==> config.mk <==
export PLATFORM = sky130hd
export DESIGN_NAME = smme_engine
export DESIGN_NICKNAME = d
export VERILOG_FILES = /design/src/pkg/smme_pkg.sv /design/src/verilog/smme_sync.sv /design/src/verilog/smme_engine.sv
export VERILOG_INCLUDE_DIRS = /design/src /design/src/pkg
export SDC_FILE = /design/constraint.sdc
export NUM_CORES = 1
export LEC_CHECK = 0
export ABC_CLOCK_PERIOD_IN_PS = 2300
export BUFFER_PORTS_ARGS = -buffer_cell sky130_fd_sc_hd__buf_2
export CAP_MARGIN = 20
export CORE_UTILIZATION = 55
export DETAILED_ROUTE_END_ITERATION = 8
export HOLD_SLACK_MARGIN = 0.08
export PLACE_DENSITY = 0.81
export SLEW_MARGIN = 5
export SYNTH_ARGS = -nofsm -noshare
export SYNTH_HDL_FRONTEND = slang
export SYNTH_SLANG_ARGS = --single-unit
==> constraint.sdc <==
create_clock -name clk_sys -period 2.3 [get_ports clk_sys]
set_clock_uncertainty 0.1 [all_clocks]
set_input_delay 0.345 -clock clk_sys [delete_from_list [all_inputs] [get_ports clk_sys]]
set_output_delay 0.345 -clock clk_sys [all_outputs]
set_load 0.01 [all_outputs]
==> src/pkg/smme_map.svh <==
/*
 * Bit positions, reset values and timing counts for the serial master
 * engine. Assumes it is included by the package and the engine files.
 */
`ifndef SMME_MAP_SVH
`define SMME_MAP_SVH

// ----------------------------------------------------------------------
// Control register bit positions
// ----------------------------------------------------------------------
`define SMME_CTL_IFEN_BIT   0
`define SMME_CTL_SELLO_BIT  2
`define SMME_CTL_SELHI_BIT  3
`define SMME_CTL_MODE_FAULT_FLAG_BIT   5
`define SMME_CTL_MASTER_ENABLE_BIT_BIT  6
`define SMME_CTL_DONE_BIT   7

// ----------------------------------------------------------------------
// Reset values and timing
// ----------------------------------------------------------------------
`define SMME_CTL_RESET      8'h04
`define SMME_CLK_PERIOD_NS  8
`define SMME_SCK_HALF_NS    64
`define SMME_SCK_HALF_CYC   (`SMME_SCK_HALF_NS / `SMME_CLK_PERIOD_NS)

`endif

==> src/pkg/smme_pkg.sv <==
/*
 * Types shared by the serial master engine files.
 * Assumes the map header sits beside it on the include path.
 */
package smme_pkg;
	`include "smme_map.svh"

	typedef enum logic [1:0] {
		SMME_ST_IDLE  = 2'b00,
		SMME_ST_LOW   = 2'b01,
		SMME_ST_HIGH  = 2'b10
	} smme_state_t;

	// Processor side write strobe and data byte group.
	typedef struct packed {
		logic       wr;
		logic [7:0] data;
	} smme_wr_t;
endpackage

==> src/verilog/smme_sync.sv <==
/*
 * Three-stage input synchroniser with agreement filter.
 * Assumes the input is asynchronous to clk_sys.
 */
`timescale 1ns/1ps
module smme_sync
	import smme_pkg::*;
#(
	parameter logic RESET_VAL = 1'b0
) (
	// Clock and reset
	input  wire logic clk_sys,
	input  wire logic resetn,
	// Data
	input  wire logic din,
	output logic      dout
);
	logic [2:0] sh_reg;
	logic [2:0] sh_next;
	logic       out_reg;
	logic       out_next;

	always_comb begin
		sh_next  = {sh_reg[1:0], din};
		out_next = out_reg;
		// The first stage feeds only the second; only stages 2 and 3 agree.
		if (sh_reg[2] == sh_reg[1]) begin
			out_next = sh_reg[2];
		end
	end

	always_ff @(posedge clk_sys or negedge resetn) begin
		if (!resetn) begin
			sh_reg  <= {3{RESET_VAL}};
			out_reg <= RESET_VAL;
		end else begin
			sh_reg  <= sh_next;
			out_reg <= out_next;
		end
	end

	assign dout = out_reg;
endmodule

==> src/verilog/smme_engine.sv <==
/*
 * Serial master engine: transmit buffer, shift register, clock
 * generation, receive buffer and slave-select mode handling.
 * Assumes a processor drives the write strobes on clk_sys and
 * that miso and the select pin arrive asynchronously.
 */
//
// Overview of operation
// - Master operation runs while the master enable bit (bit 6) is set.
// - A data write in master operation lands in the transmit buffer.
// - With the shifter empty and the interface enable (bit 0) set, the buffered byte loads and a transfer starts.
// - Transfer shifts data out on mosi while the engine drives sck.
// - End of each byte sets the complete flag, bit 7.
// - Interrupt request rises when complete flag sets and interrupts enabled.
// - Incoming byte is captured most significant bit first.
// - Full received byte moves to receive buffer; data read returns it.
// - Select bits 3=0, 2=1 give multi-master mode; select pin is input.
// - Low select in multi-master clears enables and sets mode fault, bit 5.
// - Mode fault raises an interrupt request when interrupts enabled.
// - Both select bits 0 leaves the select pin unused and undriven.
// - Select bit 3 set drives the select pin as an output.
// - In 4-wire mode the select output follows select bit 2.
`timescale 1ns/1ps
`include "smme_map.svh"
module smme_engine
	import smme_pkg::*;
#(
	parameter int HALF_CYC = `SMME_SCK_HALF_CYC
) (
	// Clock and reset
	input  wire logic       clk_sys,
	input  wire logic       resetn,
	// Control register access
	input  wire logic       ctl_wr,
	input  wire logic [7:0] ctl_wdata,
	output logic      [7:0] ctl_rdata,
	// Data register access
	input  wire smme_wr_t   dat_wr,
	output logic      [7:0] dat_rdata,
	// Interrupt enable and request
	input  wire logic       irq_en,
	output logic            irq,
	// Serial pins
	output logic            sck,
	output logic            mosi,
	input  wire logic       miso,
	input  wire logic       sel_in,
	output logic            sel_out,
	output logic            sel_oe
);
	localparam logic [7:0] HALF = 8'(HALF_CYC);

	logic        miso_s;
	logic        sel_s;
	smme_state_t st_reg, st_next;
	logic [7:0]  ctl_reg, ctl_next;
	logic [7:0]  txb_reg, txb_next;
	logic        txv_reg, txv_next;
	logic [7:0]  sh_reg, sh_next;
	logic [7:0]  rxb_reg, rxb_next;
	logic [2:0]  bit_reg, bit_next;
	logic [7:0]  div_reg, div_next;
	logic        sck_reg, sck_next;
	logic        mosi_reg, mosi_next;
	logic        irq_reg, irq_next;
	logic        so_reg, so_next;
	logic        soe_reg, soe_next;
	logic        done_ev, fault_ev;

	// ------------------------------------------------------------------
	// Input synchronisers
	// ------------------------------------------------------------------
	smme_sync #(.RESET_VAL(1'b0)) u_miso (
		.clk_sys (clk_sys),
		.resetn  (resetn),
		.din     (miso),
		.dout    (miso_s)
	);
	smme_sync #(.RESET_VAL(1'b1)) u_sel (
		.clk_sys (clk_sys),
		.resetn  (resetn),
		.din     (sel_in),
		.dout    (sel_s)
	);

	// ------------------------------------------------------------------
	// Next state
	// ------------------------------------------------------------------
	always_comb begin
		st_next   = st_reg;
		ctl_next  = ctl_reg;
		txb_next  = txb_reg;
		txv_next  = txv_reg;
		sh_next   = sh_reg;
		rxb_next  = rxb_reg;
		bit_next  = bit_reg;
		div_next  = div_reg;
		sck_next  = 1'b0;
		mosi_next = mosi_reg;
		done_ev   = 1'b0;
		fault_ev  = 1'b0;

		if (ctl_wr) begin
			// A done or fault event in this cycle still wins over the write.
			ctl_next = ctl_wdata;
		end
		if (dat_wr.wr && ctl_reg[`SMME_CTL_MASTER_ENABLE_BIT_BIT]) begin
			txb_next = dat_wr.data;
			txv_next = 1'b1;
		end

		case (st_reg)
			SMME_ST_IDLE: begin
				if (txv_reg && ctl_reg[`SMME_CTL_MASTER_ENABLE_BIT_BIT]
					&& ctl_reg[`SMME_CTL_IFEN_BIT]) begin
					sh_next   = txb_reg;
					mosi_next = txb_reg[7];
					txv_next  = dat_wr.wr;
					bit_next  = 3'd0;
					div_next  = 8'd0;
					st_next   = SMME_ST_LOW;
				end
			end
			SMME_ST_LOW: begin
				sck_next = div_reg == HALF - 8'd1;
				div_next = div_reg + 8'd1;
				if (div_reg == HALF - 8'd1) begin
					div_next = 8'd0;
					st_next  = SMME_ST_HIGH;
					sh_next  = {sh_reg[6:0], miso_s};
				end
			end
			SMME_ST_HIGH: begin
				sck_next = 1'b1;
				div_next = div_reg + 8'd1;
				if (div_reg == HALF - 8'd1) begin
					sck_next = 1'b0;
					div_next = 8'd0;
					mosi_next = sh_reg[7];
					bit_next = bit_reg + 3'd1;
					st_next  = SMME_ST_LOW;
					if (bit_reg == 3'd7) begin
						rxb_next = sh_reg;
						done_ev  = 1'b1;
						st_next  = SMME_ST_IDLE;
					end
				end
			end
			default: st_next = SMME_ST_IDLE;
		endcase

		// Multi-master: select pulled low drops the master out.
		if (!ctl_reg[`SMME_CTL_SELHI_BIT] && ctl_reg[`SMME_CTL_SELLO_BIT]
			&& !sel_s) begin
			fault_ev = 1'b1;
			ctl_next[`SMME_CTL_MASTER_ENABLE_BIT_BIT] = 1'b0;
			ctl_next[`SMME_CTL_IFEN_BIT]  = 1'b0;
			st_next  = SMME_ST_IDLE;
			sck_next = 1'b0;
		end
		if (done_ev) begin
			ctl_next[`SMME_CTL_DONE_BIT] = 1'b1;
		end
		if (fault_ev) begin
			ctl_next[`SMME_CTL_MODE_FAULT_FLAG_BIT] = 1'b1;
		end

		irq_next = irq_en && (ctl_next[`SMME_CTL_DONE_BIT]
			|| ctl_next[`SMME_CTL_MODE_FAULT_FLAG_BIT]);
		so_next  = ctl_next[`SMME_CTL_SELLO_BIT];
		soe_next = ctl_next[`SMME_CTL_SELHI_BIT];
	end

	// ------------------------------------------------------------------
	// Registers
	// ------------------------------------------------------------------
	always_ff @(posedge clk_sys or negedge resetn) begin
		if (!resetn) begin
			st_reg   <= SMME_ST_IDLE;
			ctl_reg  <= `SMME_CTL_RESET;
			txb_reg  <= 8'h00;
			txv_reg  <= 1'b0;
			sh_reg   <= 8'h00;
			rxb_reg  <= 8'h00;
			bit_reg  <= 3'd0;
			div_reg  <= 8'h00;
			sck_reg  <= 1'b0;
			mosi_reg <= 1'b0;
			irq_reg  <= 1'b0;
			so_reg   <= 1'b1;
			soe_reg  <= 1'b0;
		end else begin
			st_reg   <= st_next;
			ctl_reg  <= ctl_next;
			txb_reg  <= txb_next;
			txv_reg  <= txv_next;
			sh_reg   <= sh_next;
			rxb_reg  <= rxb_next;
			bit_reg  <= bit_next;
			div_reg  <= div_next;
			sck_reg  <= sck_next;
			mosi_reg <= mosi_next;
			irq_reg  <= irq_next;
			so_reg   <= so_next;
			soe_reg  <= soe_next;
		end
	end

	assign ctl_rdata = ctl_reg;
	assign dat_rdata = rxb_reg;
	assign irq       = irq_reg;
	assign sck       = sck_reg;
	assign mosi      = mosi_reg;
	assign sel_out   = so_reg;
	assign sel_oe    = soe_reg;
endmodule

==> flow_metrics.env <==
export IMPL_synth_top_area_share_pct=49.3
export IMPL_boundaryPins=44
export IMPL_syn_area_mm2=0.00264
export IMPL_cts_hold_buf=3
export IMPL_power_switching_mw=1.05
export IMPL_wl_met3_um=205
export IMPL_whs_ps=137
export IMPL_status="finished with violations"
export IMPL_start_util_pct=58.9
export IMPL_ys_types=45
export IMPL_fin_crit_sh_pct=88.9
export IMPL_drtAntennaViolNets=0
export IMPL_ys_ff_latch=57
export IMPL_p_seq_share_pct=43.6
export IMPL_synth_fp_nets=241
export IMPL_combinationalPowerShare_pct=30.4
export IMPL_final_nets=295
export IMPL_synth_edf_count=0
export IMPL_place_ws_ps=292
export IMPL_drc=1
export IMPL_cts_setup_buffers=0
export IMPL_insertion_delay_ps=340
export IMPL_drv_slew=0
export IMPL_yosysTopAreaCell="dfrtp_1"
export IMPL_clockRootBuffer="clkbuf_8"
export IMPL_setup_violations=0
export IMPL_n_fill_cell=326
export IMPL_first_pass_iters=6
export IMPL_critPathKind="reg -> reg"
export IMPL_dp_hpwl_um=3590
export IMPL_timing_hold_violations_final=0
export IMPL_leakagePower_nw=1.46
export IMPL_switching_share_pct=33.1
export IMPL_relSlewSlack_pct=64.9
export IMPL_htree_levels=3
export IMPL_die_h_um=71.3
export IMPL_num_rows=24
export IMPL_tightest_slew_ps=525
export IMPL_fmaxAchievable_mhz=489
export IMPL_overflow=0
export IMPL_cts_buffers=9
export IMPL_placeableCoreArea_mm2=0.00447
export IMPL_intPower_mw=2.13
export IMPL_wirelength_um=5200
export IMPL_cts_path_max_buffers=2
export IMPL_cp_max_fo=8
export IMPL_violations="DRC"
export IMPL_fin_tns_setup_ps=0
export IMPL_drt_iter0_markers=237
export IMPL_synthFlopType="dfrtp_1"
export IMPL_grtUsageTotal_pct=23.6
export IMPL_rsz0062_at_grt="false"
export IMPL_wire_per_inst_um=16.2
export IMPL_fin_ws_ps=256
export IMPL_place_gp_congestion=0.835
export IMPL_yosys_warnings=0
export IMPL_end_kind="flip-flop"
export IMPL_ctsResizeCount=0
export IMPL_port_buffers=43
export IMPL_crit_required_ps=2420
export IMPL_viasPerCell=5.66
export IMPL_irDropWorstVdd_mv=0.587
export IMPL_grt_pass1_vias=1810
export IMPL_synth_cells=210
export IMPL_drive_above_1_share_pct=41.6
export IMPL_num_antenna_cells=0
export IMPL_yosysSeqAreaShare_pct=54.3
export IMPL_die_area_mm2=0.00508
export IMPL_worstPathArrival_ps=2160
export IMPL_async_flop_share_pct=100
export IMPL_wl_met2_um=2450
export IMPL_antenna_found_initial=0
export IMPL_grt_start_max_net_pins=21
export IMPL_area_growth_pct=17.8
export IMPL_power_frac_clock_pct=26.0
export IMPL_grt_pass1_wl_um=8890
export IMPL_cts_tree="built"
export IMPL_wl_met1_um=2410
export IMPL_startpoint_type="flip-flop"
export IMPL_cts_sinks=57
export IMPL_worst_hold_path_type="in -> reg"
export IMPL_die_w_um=71.3
export IMPL_synthTopCellsByArea="dfrtp_1 49%, mux2_2 16%, dfstp_2 5.0%"
export IMPL_vias=1817
export IMPL_period_minus_slack_ps=2040
export IMPL_p_per_area_mw_per_mm2=1030
export IMPL_avgSynthCellArea_um2=12.6
export IMPL_maxCapViolCount=0
export IMPL_clk_pin_slew_ps=70
export IMPL_top_layer="met4"
-- metal layers --
layer,track usage [%],vias to the layer above
li1,-,871
met5,0,-
met1,31.9,877
met3,5.34,13
met4,13.1,0
met2,35.6,56
-- layout make-up --
type	count	area [um2]	area share [%]
flip-flops and latches	57	1430	46.1
inverters	6	22.5	0.725
well taps	52	65.1	2.09
clock inverters	3	15.0	0.483
clock buffers	13	159	5.11
multi-input cells	140	1140	36.6
repair buffers	50	275	8.86
-- final timing paths --
check / start / endpoint / slack, ps / depth (start not counted)
setup / recovery: div_reg[0] / sh_reg[2] / 260 / 5
hold / removal: dat_wr[2] / txb_reg[2] / 140 / 2
setup reg to reg: div_reg[0] / sh_reg[2] / 260 / 5
hold reg to reg: u_sel.sh_reg[1] / u_sel.sh_reg[2] / 250 / 0
max in group asynchronous: resetn / u_sel.sh_reg[0] / 1040 / 3
min in group asynchronous: resetn / bit_reg[0] / 370 / 2
-- kinds of logic after synthesis --
logic type	share of synthesized area [%]
adders and majority gates	4.55
DFF	54.3
muxes	17.3
and+or+nand+nor	11.9
buffers and inverters	2.51
AOI/OAI and AO/OA	8.06
xor gates and xnor gates	1.33
-- critical path, stage by stage (launching register included) --
cell	delay, ps
dfrtp_1	440
ha_1	250
and3b_4	260
nand3_1	150
a21oi_4	330
mux2_2	390
-- through the flow --
| stage | cells | instance area, um2 | total power [mW] | utilization (%) |
|---|---|---|---|---|
| 6_report | 321 | 3110 | 3.19 | 69.5 |
| 5_1_grt | 321 | 3110 | 3.37 | 69.5 |
| 4_1_cts | 321 | 3110 | 3.20 | 69.5 |
| 3_5_place_dp | 302 | 2900 | 2.36 | 64.9 |
| 3_3_place_gp | 302 | 2900 | 2.32 | 64.9 |
| 2_1_floorplan | 210 | 2640 | 2.07 | - |
-- Yosys cell counts, types with 2 or more instances --
master and count:
maj3_1 2, nand2b_1 3, nand4_1 4, mux2i_1 4
buf_2 2, a221o_1 2, nor2_1 9, mux2_2 37
buf_4 2, clkbuf_1 2, o21ai_0 5, a211oi_1 2
inv_1 6, ha_1 8, nand3_1 12, and2_1 2
dfstp_2 5, o211ai_1 2, xnor2_1 4, nand2_1 12
a21oi_1 9, dfrtp_1 52, o31ai_1 2
-- cells in the final DEF, fill, tap and decap left out, types with 2 or more instances in the layout --
master and instances:
a211oi_1 2, a21oi_1 9, a221o_1 2, and2_1 2, buf_2 43, buf_4 4
clkbuf_1 2, clkbuf_8 11, clkinv_2 3, dfrtp_1 52, dfstp_2 5, dlygate4sd3_1 3
ha_1 8, inv_1 6, maj3_1 2, mux2_2 37, mux2i_1 4, nand2_1 12
nand2b_1 3, nand3_1 12, nand4_1 4, nor2_1 9, o211ai_1 2, o21ai_0 5
o31ai_1 2, xnor2_1 4
-- power by group through the flow --
stage	combinational [mW]	sequential [mW]	clock, mW
final	0.970	1.39	0.829
after global routing	1.08	1.42	0.881
after CTS	0.971	1.39	0.837
after detailed placement	0.957	1.40	0
after global placement	0.935	1.39	0
after floorplan	0.716	1.36	0
Note: power is estimated with default switching activity, not from simulation.
